$ cat src/supervisor_cfg.svh
/*
  Constants of the 1-wire manager and communication watchdog: register
  addresses, command codes, special values and timing.
  Assumes it is included by bare name from the package and the top module.
*/
`ifndef SUPERVISOR_CFG_SVH
`define SUPERVISOR_CFG_SVH

// ============================================================
// Register addresses
`define A_STATUS   16'h0074
`define A_CUT_TO   16'h0114
`define A_CUT_LEN  16'h0115
`define A_RST_TO   16'h0116
`define A_IVAL     16'h0117
`define A_T1       16'h0258
`define A_ID1      16'h028a
`define A_LOCK     16'h02bb
`define A_T2       16'h02bc
`define A_ID2      16'h02ee
`define A_CMD      16'h03e7
// ============================================================
// Layout and values
`define GRP        5'h09
`define GRP_T      16'h0009
`define GRP_W      16'h0024
`define NSLOT      18
`define LAST_SLOT  5'h11
`define CMD_DISC   16'hdc1a
`define CMD_CUT    16'hfeed
`define T_FAIL     16'h1000
`define IVAL_RST   16'h0001
`define FLIP_BIT   15
`define LOCK_BIT   0
// ============================================================
// Timing
`define SEC_NS     1000000000
`define CLK_NS     40
`endif

$ cat src/sup_pkg.sv
/*
  Types of the 1-wire manager and communication watchdog.
  Assumes the constants header is on the include path.
*/
`include "supervisor_cfg.svh"
package sup_pkg;
  typedef enum logic [8:0] {
    ST_CLR     = 9'h001,
    ST_IDLE    = 9'h002,
    ST_SRCH    = 9'h004,
    ST_INS_RD  = 9'h008,
    ST_INS_CMP = 9'h010,
    ST_RD_ID   = 9'h020,
    ST_RD_WAIT = 9'h040,
    ST_RD_BUS  = 9'h080,
    ST_RD_WR   = 9'h100
  } state_e;
  typedef enum logic [2:0] {
    SRC_REG = 3'h1, SRC_ID = 3'h2, SRC_TMP = 3'h4
  } src_e;
  typedef struct packed {
    state_e      st;
    logic [4:0]  idx, cnt, slot;
    logic [63:0] nid, rom;
    logic        okf, flip, gap, disc, csr, p_vld, rvalid;
    logic [15:0] tval, cut_to, cut_len, rst_to, ival, lockdly;
    logic [31:0] sec;
    logic [15:0] cut_idle, cut_left, rst_idle, ival_left;
    src_e        p_src;
    logic [1:0]  p_lane;
    logic [15:0] p_data, rdata;
    logic        s1, s2, sup_en, mrst, srch, rd, take;
  } sup_s;
endpackage

$ cat src/onewire_supervisor.sv
/*
  Register-level 1-wire sensor manager with communication watchdogs.
  Assumes a Modbus front end on the same clock that gives word accesses and
  a valid-frame pulse, and a 1-wire engine that performs search and reads.
*/
`timescale 1ns/1ps
`include "supervisor_cfg.svh"
module onewire_supervisor #(
  parameter int SEC_CYCLES = `SEC_NS / `CLK_NS
) (
  input  wire logic        i_ref_clk,
  input  wire logic        i_rst_n,
  input  wire logic        i_reg_wr,
  input  wire logic        i_reg_rd,
  input  wire logic [15:0] i_reg_addr,
  input  wire logic [15:0] i_reg_wdata,
  output logic      [15:0] o_reg_rdata,
  output logic             o_reg_rvalid,
  input  wire logic        i_frame_valid,
  input  wire logic        i_query_active,
  input  wire logic        i_supply_ok,
  output logic             o_ow_search,
  output logic             o_ow_read,
  output logic      [63:0] o_ow_rom,
  output logic             o_ow_take,
  output logic      [15:0] o_ow_delay,
  input  wire logic        i_ow_found,
  input  wire logic [63:0] i_ow_found_id,
  input  wire logic        i_ow_done,
  input  wire logic        i_ow_ok,
  input  wire logic [11:0] i_ow_temp,
  output logic             o_supply_en,
  output logic             o_module_reset
);
  sup_pkg::sup_s r, n;

  // ============================================================
  // Address decode
  logic [15:0] o_t1, o_t2, o_i1, o_i2;
  logic        t1, t2, i1, i2, m_acc, t_hit, id_hit, tick, lock;
  logic [4:0]  m_tslot, m_islot;
  logic [1:0]  m_lane;
  logic [63:0] id_rdata, f_iwd;
  logic [15:0] t_rdata, f_twd, rmux;
  logic [4:0]  f_ia, f_ta, id_a, t_a;
  logic [3:0]  f_iwe, id_we;
  logic        f_twe, t_we;

  assign o_t1    = i_reg_addr - `A_T1;
  assign o_t2    = i_reg_addr - `A_T2;
  assign o_i1    = i_reg_addr - `A_ID1;
  assign o_i2    = i_reg_addr - `A_ID2;
  assign t1      = o_t1 < `GRP_T;
  assign t2      = o_t2 < `GRP_T;
  assign i1      = o_i1 < `GRP_W;
  assign i2      = o_i2 < `GRP_W;
  assign m_acc   = i_reg_wr | i_reg_rd;
  assign t_hit   = m_acc & (t1 | t2);
  assign id_hit  = m_acc & (i1 | i2);
  // Group two starts at slot nine; word zero holds the top of the code.
  assign m_tslot = t1 ? o_t1[4:0] : 5'(o_t2[4:0] + `GRP);
  assign m_islot = i1 ? o_i1[6:2] : 5'(o_i2[6:2] + `GRP);
  assign m_lane  = 2'h3 - (i1 ? o_i1[1:0] : o_i2[1:0]);
  assign tick    = r.sec == 32'(SEC_CYCLES - 1);
  assign lock    = r.lockdly[`LOCK_BIT];

  // Register bus accesses take the memory ports; the sequencer retries.
  assign id_a  = id_hit ? m_islot : f_ia;
  assign id_we = id_hit ? (i_reg_wr ? 4'h1 << m_lane : 4'h0) : f_iwe;
  assign t_a   = t_hit ? m_tslot : f_ta;
  assign t_we  = t_hit ? 1'b0 : f_twe;

  sensor_mem #(.LANES(4), .LANE_W(16), .DEPTH(`NSLOT), .AW(5)) u_id (
    .i_ref_clk (i_ref_clk),
    .i_addr    (id_a),
    .i_we      (id_we),
    .i_wdata   (id_hit ? {4{i_reg_wdata}} : f_iwd),
    .o_rdata   (id_rdata)
  );
  sensor_mem #(.LANES(1), .LANE_W(16), .DEPTH(`NSLOT), .AW(5)) u_tmp (
    .i_ref_clk (i_ref_clk),
    .i_addr    (t_a),
    .i_we      (t_we),
    .i_wdata   (f_twd),
    .o_rdata   (t_rdata)
  );

  always_comb begin
    unique case (i_reg_addr)
      `A_STATUS:  rmux = {r.flip, 14'h0, r.s2};
      `A_CUT_TO:  rmux = r.cut_to;
      `A_CUT_LEN: rmux = r.cut_len;
      `A_RST_TO:  rmux = r.rst_to;
      `A_IVAL:    rmux = r.ival;
      `A_LOCK:    rmux = r.lockdly;
      default:    rmux = 16'h0;
    endcase
  end

  // ============================================================
  // Next state
  always_comb begin
    n     = r;
    f_ia  = 5'h0;
    f_iwe = 4'h0;
    f_iwd = 64'h0;
    f_ta  = 5'h0;
    f_twe = 1'b0;
    f_twd = 16'h0;
    n.mrst = 1'b0;
    n.srch = 1'b0;
    n.rd   = 1'b0;
    n.take = 1'b0;
    n.s1   = i_supply_ok;
    n.s2   = r.s1;
    n.sec  = tick ? 32'h0 : r.sec + 32'h1;
    if (tick && r.ival_left != 16'h0) begin
      n.ival_left = r.ival_left - 16'h1;
    end

    // Read path: two clocks, so the answer always leaves a flip-flop.
    n.p_vld  = i_reg_rd;
    n.p_lane = m_lane;
    n.p_data = rmux;
    n.p_src  = id_hit ? sup_pkg::SRC_ID :
               t_hit ? sup_pkg::SRC_TMP : sup_pkg::SRC_REG;
    n.rvalid = r.p_vld;
    unique case (r.p_src)
      sup_pkg::SRC_ID:  n.rdata = id_rdata[r.p_lane*16 +: 16];
      sup_pkg::SRC_TMP: n.rdata = t_rdata;
      default:          n.rdata = r.p_data;
    endcase

    // Supply-cut watchdog.
    if (r.cut_to == 16'h0 || r.cut_len == 16'h0) begin
      n.cut_idle = 16'h0;
    end else if (r.cut_left != 16'h0) begin
      n.cut_idle = 16'h0;
    end else if (tick) begin
      if (16'(r.cut_idle + 16'h1) >= r.cut_to) begin
        n.cut_left = r.cut_len;
        n.cut_idle = 16'h0;
      end else begin
        n.cut_idle = r.cut_idle + 16'h1;
      end
    end
    if (tick && r.cut_left != 16'h0) begin
      n.cut_left = r.cut_left - 16'h1;
    end

    // Module-reset watchdog.
    if (r.rst_to == 16'h0) begin
      n.rst_idle = 16'h0;
    end else if (tick) begin
      if (16'(r.rst_idle + 16'h1) >= r.rst_to) begin
        n.mrst      = 1'b1;
        n.rst_idle  = 16'h0;
        n.disc      = !lock;
        n.slot      = 5'h0;
        n.ival_left = 16'h0;
      end else begin
        n.rst_idle = r.rst_idle + 16'h1;
      end
    end
    if (i_frame_valid) begin
      n.cut_idle = 16'h0;
      n.rst_idle = 16'h0;
      n.gap      = 1'b1;
    end

    if (i_reg_wr) begin
      case (i_reg_addr)
        `A_CUT_TO:  n.cut_to  = i_reg_wdata;
        `A_CUT_LEN: n.cut_len = i_reg_wdata;
        `A_RST_TO:  n.rst_to  = i_reg_wdata;
        `A_IVAL:    n.ival    = i_reg_wdata;
        `A_LOCK:    n.lockdly = i_reg_wdata;
        `A_CMD: begin
          if (i_reg_wdata == `CMD_DISC && !lock) begin
            n.disc = 1'b1;
          end
          if (i_reg_wdata == `CMD_CUT && r.cut_len != 16'h0) begin
            n.cut_left = r.cut_len;
            n.cut_idle = 16'h0;
          end
        end
        default: ;
      endcase
    end

    // Sensor sequencer.
    unique case (r.st)
      sup_pkg::ST_CLR: begin
        f_ia  = r.idx;
        f_iwe = 4'hf;
        f_ta  = r.idx;
        f_twe = 1'b1;
        f_twd = `T_FAIL;
        if (!id_hit && !t_hit) begin
          n.idx = 5'(r.idx + 5'h1);
          if (r.idx == `LAST_SLOT) begin
            n.idx = 5'h0;
            n.st  = sup_pkg::ST_IDLE;
            if (r.csr && r.ival != 16'h0 && !lock) begin
              n.srch = 1'b1;
              n.disc = 1'b0;
              n.cnt  = 5'h0;
              n.st   = sup_pkg::ST_SRCH;
            end
            n.csr = 1'b0;
          end
        end
      end
      sup_pkg::ST_IDLE: begin
        if (r.ival != 16'h0) begin
          if (r.disc) begin
            n.disc = !lock;
            n.csr  = 1'b1;
            n.st   = lock ? sup_pkg::ST_IDLE : sup_pkg::ST_CLR;
          end else if (!i_query_active &&
                       (r.gap || r.ival_left == 16'h0)) begin
            n.gap = 1'b0;
            n.st  = sup_pkg::ST_RD_ID;
          end
        end
      end
      sup_pkg::ST_SRCH: begin
        if (i_ow_found && !r.take) begin
          n.nid = i_ow_found_id;
          n.idx = r.cnt;
          if (r.cnt == 5'(`NSLOT)) begin
            n.take = 1'b1;
          end else begin
            n.st = sup_pkg::ST_INS_RD;
          end
        end else if (i_ow_done) begin
          n.slot      = 5'h0;
          n.ival_left = 16'h0;
          n.st        = sup_pkg::ST_IDLE;
        end
      end
      sup_pkg::ST_INS_RD: begin
        if (!id_hit) begin
          if (r.idx == 5'h0) begin
            f_ia  = 5'h0;
            f_iwe = 4'hf;
            f_iwd = r.nid;
            n.cnt  = 5'(r.cnt + 5'h1);
            n.take = 1'b1;
            n.st   = sup_pkg::ST_SRCH;
          end else begin
            f_ia = 5'(r.idx - 5'h1);
            n.st = sup_pkg::ST_INS_CMP;
          end
        end
      end
      sup_pkg::ST_INS_CMP: begin
        f_ia  = r.idx;
        f_iwe = 4'hf;
        if (id_hit) begin
          f_iwe = 4'h0;
          n.st  = sup_pkg::ST_INS_RD;
        end else if (id_rdata > r.nid) begin
          f_iwd = id_rdata;
          n.idx = 5'(r.idx - 5'h1);
          n.st  = sup_pkg::ST_INS_RD;
        end else begin
          f_iwd  = r.nid;
          n.cnt  = 5'(r.cnt + 5'h1);
          n.take = 1'b1;
          n.st   = sup_pkg::ST_SRCH;
        end
      end
      sup_pkg::ST_RD_ID: begin
        f_ia = r.slot;
        if (!id_hit) begin
          n.st = sup_pkg::ST_RD_WAIT;
        end
      end
      sup_pkg::ST_RD_WAIT: begin
        if (id_rdata == 64'h0) begin
          n.tval = `T_FAIL;
          n.okf  = 1'b0;
          n.st   = sup_pkg::ST_RD_WR;
        end else begin
          n.rom = id_rdata;
          n.rd  = 1'b1;
          n.st  = sup_pkg::ST_RD_BUS;
        end
      end
      sup_pkg::ST_RD_BUS: begin
        if (i_ow_done) begin
          n.okf  = i_ow_ok;
          n.tval = i_ow_ok ? {{4{i_ow_temp[11]}}, i_ow_temp}
                           : `T_FAIL;
          n.st   = sup_pkg::ST_RD_WR;
        end
      end
      sup_pkg::ST_RD_WR: begin
        f_ta  = r.slot;
        f_twe = 1'b1;
        f_twd = r.tval;
        if (!t_hit) begin
          n.ival_left = r.ival;
          n.slot      = 5'(r.slot + 5'h1);
          n.st        = sup_pkg::ST_IDLE;
          if (r.slot == `LAST_SLOT) begin
            n.slot = 5'h0;
            n.flip = !r.flip;
          end
        end
      end
    endcase
    n.sup_en = n.cut_left == 16'h0;
  end

  // Only the power-on reset clears 699; the watchdog reset keeps it.
  always_ff @(posedge i_ref_clk or negedge i_rst_n) begin
    if (!i_rst_n) begin
      r        <= '0;
      r.st     <= sup_pkg::ST_CLR;
      r.p_src  <= sup_pkg::SRC_REG;
      r.ival   <= `IVAL_RST;
      r.sup_en <= 1'b1;
      r.disc   <= 1'b1;
    end else begin
      r <= n;
    end
  end

  assign o_reg_rdata    = r.rdata;
  assign o_reg_rvalid   = r.rvalid;
  assign o_ow_search    = r.srch;
  assign o_ow_read      = r.rd;
  assign o_ow_rom       = r.rom;
  assign o_ow_take      = r.take;
  assign o_ow_delay     = {r.lockdly[15:1], 1'b0};
  assign o_supply_en    = r.sup_en;
  assign o_module_reset = r.mrst;
endmodule

$ cat src/sensor_mem.sv
/*
  Small lane-writable memory for sensor identifiers and temperatures.
  Read data come out of a register one clock after the address.
  Assumes a single clock; contents are not reset and are cleared by the user.
*/
`timescale 1ns/1ps
module sensor_mem #(
  parameter int LANES  = 4,
  parameter int LANE_W = 16,
  parameter int DEPTH  = 18,
  parameter int AW     = 5
) (
  input  wire logic                    i_ref_clk,
  input  wire logic [AW-1:0]           i_addr,
  input  wire logic [LANES-1:0]        i_we,
  input  wire logic [LANES*LANE_W-1:0] i_wdata,
  output logic      [LANES*LANE_W-1:0] o_rdata
);
  typedef struct packed {
    logic [DEPTH-1:0][LANES*LANE_W-1:0] mem;
    logic [LANES*LANE_W-1:0]            rdata;
  } mem_s;
  mem_s r, n;

  always_comb begin
    n = r;
    if (int'(i_addr) < DEPTH) begin
      n.rdata = r.mem[i_addr];
      for (int l = 0; l < LANES; l++) begin
        if (i_we[l]) begin
          n.mem[i_addr][l*LANE_W +: LANE_W] = i_wdata[l*LANE_W +: LANE_W];
        end
      end
    end
  end

  always_ff @(posedge i_ref_clk) begin
    r <= n;
  end

  assign o_rdata = r.rdata;
endmodule

$ cat config.mk
export PLATFORM = sky130hd
export DESIGN_NAME = onewire_supervisor
export DESIGN_NICKNAME = d
export VERILOG_FILES = /design/src/sup_pkg.sv /design/src/onewire_supervisor.sv /design/src/sensor_mem.sv
export VERILOG_INCLUDE_DIRS = /design/src /design/src/src
export SDC_FILE = /design/constraint.sdc
export NUM_CORES = 2
export LEC_CHECK = 0
export ABC_AREA = 1
export ABC_CLOCK_PERIOD_IN_PS = 5000
export BUFFER_PORTS_ARGS = -buffer_cell sky130_fd_sc_hd__clkbuf_2
export CORE_MARGIN = 5
export CORE_UTILIZATION = 30
export DETAILED_ROUTE_END_ITERATION = 12
export GPL_TIMING_DRIVEN = 0
export SLEW_MARGIN = 30
export SYNTH_ARGS = -nofsm -noshare
export SYNTH_HDL_FRONTEND = slang
export SYNTH_HIERARCHICAL = 1
export SYNTH_SLANG_ARGS = --single-unit
$ cat constraint.sdc
create_clock -name i_ref_clk -period 5 [get_ports i_ref_clk]
set_input_delay 0.25 -clock i_ref_clk [delete_from_list [all_inputs] [get_ports i_ref_clk]]
set_output_delay 0.25 -clock i_ref_clk [all_outputs]
set_load 0.05 [all_outputs]
# Word level (Yosys, flattened, before mapping)
# Cells that the tools add are included.
[word_totals]
word_cells = 348
inputBits = 118
reg_bits = 1914
[classes]
bitwise_logic = 7
shift = 2
n_addsub = 16
eq_ne = 42
n_reduce_logical = 51
order_cmp = 13
muxes = 145
[op_table]
columns = ["operator", "count"]
rows = [
  ["1152-bit 2-to-1 mux", 7],
  ["1152-bit bitwise mux", 4],
  ["64-bit demux with 5-bit select", 4],
  ["16-bit 2-to-1 mux", 23],
  ["64-bit binary-select mux with 5-bit select", 1],
  ["64-bit 2-to-1 mux", 5],
  ["288-bit bitwise mux", 1],
  ["32-bit 2-to-1 mux", 7],
  ["16-bit one-hot mux with 2 select lines", 4],
  ["64-bit one-hot mux with 2 select lines", 1],
  ["9-bit 2-to-1 mux", 11],
  ["16-bit one-hot mux with 6 select lines", 1],
  ["5-bit 2-to-1 mux", 19],
  ["9-bit one-hot mux with 9 select lines", 1],
  ["16-bit binary-select mux with 5-bit select", 1],
  ["16-bit demux with 5-bit select", 1],
  ["16-bit logical NOT", 5],
  ["16-bit by 9-bit == test with 1-bit output, second input constant", 4],
  ["64-bit > comparator", 1],
  ["64-bit logical NOT", 1],
  ["16-bit nonzero test", 4],
  ["64-bit by 7-bit indexed part select with 16-bit output", 1],
  ["16-bit by 10-bit subtractor with 16-bit output, second input constant", 4],
  ["48-bit 2-to-1 mux", 1],
  ["58 further kinds", 164],
]

# Logic depth before layout (Yosys ltp)
[depth]
ltp_word = 20
depth_mapped = 29
mapped_depth_nobuf = 26

# Hierarchy
# Netlist, hierarchy kept.
[by_module_without_submodules]
columns = ["mod", "cells_each", "area_per_inst_um2", "n_inst", "seq_area_each_um2"]
rows = [
  ["sensor_mem (u_id)", 4736, 50382.1, 1, 36515.0],
  ["onewire_supervisor", 3419, 25539.5, 1, 9790.6],
  ["sensor_mem (u_tmp)", 1099, 12326.8, 1, 9128.8],
]

# Worst setup path after synthesis
# No wires, ideal clock.
[synth_timing]
kind = "input-to-reg"
startpoint = "input port i_reg_addr[4]"
endpoint = "register u_id.r, in the netlist u_id/o_rdata[0], enable pin"
setup_ns = 0.418
path_slack_ns = 0.934
path_stages = 19
n_path_buf = 2
t_arrival_ns = 3.648
path_cell_list = "inv_2 buf_4 ha_1 nand2_1 nand3_1 nand2_1 nand3_1 nand2_1 nand2_1 nor2_2 nand3_4 nand2_4 nand2_8 inv_6 buf_4 o21ai_0 nor2_2 a21oi_1 inv_1"
[synth_between]
elab_chain_cells = 6
word_cells_on_any_way = 10
classes_between = "add/sub: 3; order compare: 3; mux: 2; bitwise: 2"
[synth_rtl]
columns = ["item", "line", "text"]
rows = [
  ["start, declared", "onewire_supervisor.sv:15", "input wire logic [15:0] i_reg_addr,"],
  ["16-bit by 10-bit subtractor with 16-bit output (no line)", "-", ""],
  ["16-bit by 6-bit < comparator with 1-bit output (no line)", "-", ""],
  ["1-bit bitwise OR (*)", "onewire_supervisor.sv:59", "assign id_hit = m_acc & (i1 | i2);"],
  ["1-bit AND (*)", "onewire_supervisor.sv:59", ""],
  ["via id_hit", "onewire_supervisor.sv:40", "logic t1, t2, i1, i2, m_acc, t_hit, id_hit, tick, lock;"],
  ["5-bit 2-to-1 mux (*)", "onewire_supervisor.sv:68", "assign id_a = id_hit ? m_islot : f_ia;"],
  ["via id_a[2]", "onewire_supervisor.sv:45", "logic [4:0] f_ia, f_ta, id_a, t_a;"],
  ["5-bit < comparator (*)", "sensor_mem.sv:27", "if (int'(i_addr) < DEPTH) begin"],
  ["end signal, assigned", "sensor_mem.sv:38", "r <= n;"],
  ["end, declared", "sensor_mem.sv:23", "mem_s r, n;"],
]
# The timed path passes the listed nets; every way through them passes the cells marked *.
# A chain may end at the register's enable or synchronous reset.

# Worst setup path after layout
[layout_timing]
startpoint = "register u_id.r, in the netlist u_id/o_rdata[47]"
endpoint = "register u_id/r[694] (netlist name) (data pin)"
[layout_between]
elab_chain_cells = 6
[layout_rtl]
columns = ["item", "line", "text"]
rows = [
  ["64-bit > comparator", "onewire_supervisor.sv:263", "end else if (id_rdata > r.nid) begin"],
  ["64-bit 2-to-1 mux", "onewire_supervisor.sv:263", ""],
  ["64-bit one-hot mux with 2 select lines", "onewire_supervisor.sv:192", "unique case (r.st)"],
  ["64-bit 2-to-1 mux", "onewire_supervisor.sv:77", ".i_wdata (id_hit ? {4{i_reg_wdata}} : f_iwd),"],
  ["1152-bit bitwise mux", "sensor_mem.sv:31", "n.mem[i_addr][l*LANE_W +: LANE_W] = i_wdata[l*LANE_W +: LANE_W];"],
  ["1152-bit 2-to-1 mux", "sensor_mem.sv:30", "if (i_we[l]) begin"],
]
# Every way passes these cells.

==> out/summary.txt <==
# clock sinks: 1911
Clk network pwr share: 42.5%
P_int: 26910 uW
First-pass GRT wire length: 439.0 mm
Maximum clock frequency: 203.4 MHz
Most frequent cells in the layout: nand2_1 (3753), edfxtp_1 (1520), nor2_1 (980)
Syn Inst Count: 9254
Layout area overhead: 17.24%
Final TNS setup: 0 ns
TritonCTS Buffers: 200
Post-DRT Antenna Nets: 0
Crit end category: flip-flop
Die Span Y: 552.4 um
Distinct cell type count after synthesis: 60
Worst-margin pin slew: 1.081 ns
Register area: 55430 sq um
Register area share after synthesis: 62.82%
H-tree Lvls: 4
Setup Buffers After CTS: 0
Skew-Pair Late Insertion Delay: 0.90 ns
Syn Nets: 9500
Row cnt: 199
WP data required: 5.67 ns
Final Setup Violations: 0
RSZ-0062 raised after global routing: false
Max-cap violations: 0
Rel. slew slack: 27.63%
Core area: 293300 sq um
Seq pwr share: 49.3%
Clock Skews: 0.06695 ns
Vias: 66910
Initial Util: 30.09%
Seq cells post-synth: 1911
Fillers: 29630
Startpoint Class: flip-flop
Peak supply drop: 0.2700 mV
Post-DP HPWL: 220.2 mm
RD Place Congestion: 0.9479
Multi-input logic area: 27790 sq um
Clk Tree Root Cell: clkbuf_16
Commonest non-fill, non-tap cell in the layout: nand2_1
CTS Buffer Depth: 4
GRT overflow: 0
Leakage: 0.04180 uW
Psw: 8646 uW
Final wirelength: 308.4 mm
Initial DRT Pass Iterations: 7
Status: finished, final reports clean
Total number of yosys warnings: 6
Ports: 220
WL per Instance: 22.13 um
CTS tree: yes
Vias in the first global route: 62290
Final Max Tran Viols: 0
Period utilisation layout: 98.33%
GR Util All Layers: 19.48%
Crit path arrival time: 5.58 ns
Layout cells sized above 1: 12.63%
Die W: 552.4 um
Minimum clock period: 4.916 ns
Synth Area per Inst: 9.536 sq um
Switching Share: 24.32%
Kind of critical path: flip-flop to flip-flop
Initial antenna violation count: 32
Via density: 4.803
Combinational power share: 8.2%
1st-iter DRT viols: 7591
Hold Crit Class: input pin to flip-flop
IO Port Bufs: 215
Die area: 305100 sq um
Clock slew at reported path FFs: 0.07 ns
Final hold vios: 0
Largest net degree at the start of global routing: 78
Worst Path Max Fanout: 18
Final core utilization: 35.27%
Synthesized cell area: 88250 sq um
Fin nets: 10090
Residual DRC: 0
Pwr dens: 343.7 nW/um^2
final timing paths:
check                                      start      endpoint  slack (ns)  cells past startpoint
worst min register to register            n[236]  o_reg_rvalid        0.35                      0
max in group asynchronous                i_rst_n        r[365]        3.14                      6
min in group asynchronous                i_rst_n   o_supply_en        0.54                      3
worst max register to register  u_id/o_rdata[47]   u_id/r[694]        0.08                     16
worst max-delay path            u_id/o_rdata[47]   u_id/r[694]        0.08                     16
worst min-delay path               i_frame_valid         r[75]        0.06                      4
worst max-delay path, cell delays in order (launching register included):
cell and delay (ns):
edfxtp_1 0.37, buf_4 0.15, ha_1 0.31, nand4_1 0.15, nor2_1 0.17, nand3_1 0.26
nor2_4 0.50, nand4_1 0.32, nand2_1 0.20, a21oi_1 0.12, buf_2 0.29, clkbuf_4 0.36
o22ai_1 0.20, nand2_1 0.08, nand2_1 0.07, clkinv_1 0.72, nor2_1 0.35
per-stage QoR:
step | std cells | setup WS [ns] | cell area (sq um) | hold slack (ns) | power, uW
floorplan | 9254 | 0.9344 | 88250 | -0.04559 | 19520
global placement | 13390 | -6.102 | 94230 | 0.3333 | 20550
CTS | 13910 | 0.06943 | 103300 | 0.006984 | 35690
global route | 13930 | 0.03382 | 103400 | 0.04678 | 36600
finish | 13930 | 0.08368 | 103500 | 0.05528 | 35550
detailed placement | 13450 | -0.9126 | 95560 | 0.2223 | 20600
layer usage:
metal / part of all wire, % / global-route usage [%] / vias to the layer above
met5: 0.016 / 0 / -
met4: 8.0 / 13.31 / 8
met3: 8.2 / 3.429 / 642
met2: 45 / 30.40 / 2960
met1: 39 / 24.69 / 32030
li1: - / - / 31280
cells by family after synthesis:
| kind of cell | synth area share, % |
|---|---|
| adders and majority gates | 1.815 |
| buffers and inverters | 6.129 |
| and+or+nand+nor | 24.25 |
| DFF | 62.82 |
| AOI/OAI and AO/OA | 4.124 |
| xor gates and xnor gates | 0.8337 |
| muxes | 0.02269 |
| other | 0.004249 |
registers in the layout, summed over array words and instances, names as in the netlist:
name            flops
o_supply_en         1
o_ow_search         1
u_tmp/r           288
o_reg_rdata        16
o_ow_delay         15
u_id/r           1152
o_reg_rvalid        1
u_id/o_rdata       64
o_ow_read           1
r                 287
u_tmp/o_rdata      16
o_ow_take           1
o_ow_rom           64
n                   2
o_module_reset      1
lock                1
synthesized netlist by cell type (all sizes together):
| cell type | count | area share (%) |
|---|---|---|
| nor4 | 19 | 0.14 |
| edfxtp | 1520 | 52 |
| nand4 | 82 | 0.58 |
| a21boi | 1 | 0.0085 |
| a211oi | 6 | 0.051 |
| clkbuf | 116 | 0.49 |
| a21o | 1 | 0.0085 |
| dfrtp | 386 | 11 |
| nor3b | 6 | 0.051 |
| a221oi | 3 | 0.030 |
| ha | 128 | 1.8 |
| nand2 | 3785 | 16 |
| nor3 | 59 | 0.39 |
| conb | 1 | 0.0042 |
| inv | 555 | 2.4 |
| xor2 | 70 | 0.69 |
| a21oi | 133 | 0.77 |
| nor2 | 1085 | 4.8 |
| o21bai | 1 | 0.0085 |
| a31oi | 3 | 0.021 |
| o21a | 4 | 0.034 |
| o21ai | 306 | 1.7 |
| or2 | 3 | 0.021 |
| dfstp | 5 | 0.15 |
| a22oi | 17 | 0.14 |
| o211ai | 34 | 0.29 |
| o22ai | 109 | 0.89 |
| o31ai | 2 | 0.017 |
| o221ai | 10 | 0.099 |
| nand3b | 7 | 0.064 |
| xnor2 | 14 | 0.14 |
| nand3 | 319 | 1.9 |
| nor4b | 1 | 0.0099 |
| a311oi | 2 | 0.020 |
| buf | 440 | 3.2 |
| clkinv | 19 | 0.082 |
| mux2i | 2 | 0.023 |
what timing repair did:
item | CTS | global route
endpoints found under the setup margin | 334 | 319
resized for setup | 6 | 24
cloned | 0 | 0
hold buffers | 121 | 0
hold endpoints to repair | 321 | 0
final cells by class:
| class | instances | area share (%) |
|---|---|---|
| flip-flops and latches | 1911 | 53.58 |
| multi-input cells | 6213 | 26.86 |
| clock buffers | 248 | 5.149 |
| well taps | 3919 | 4.740 |
| repair buffers | 402 | 3.229 |
| plain buffers | 541 | 3.102 |
| inverters | 574 | 2.158 |
| clock inverters | 108 | 1.144 |
| diodes | 15 | 0.03628 |
power by group through the flow:
stage	Sequential, uW	Clock, uW	Combinational (uW)
2_1_floorplan	17700	0	1790
3_3_place_gp	17900	0	2690
3_5_place_dp	17900	0	2750
4_1_cts	17500	15300	2840
5_1_grt	17500	15900	3120
6_report	17500	15100	2900
Note: power is estimated with default switching activity, not from simulation.
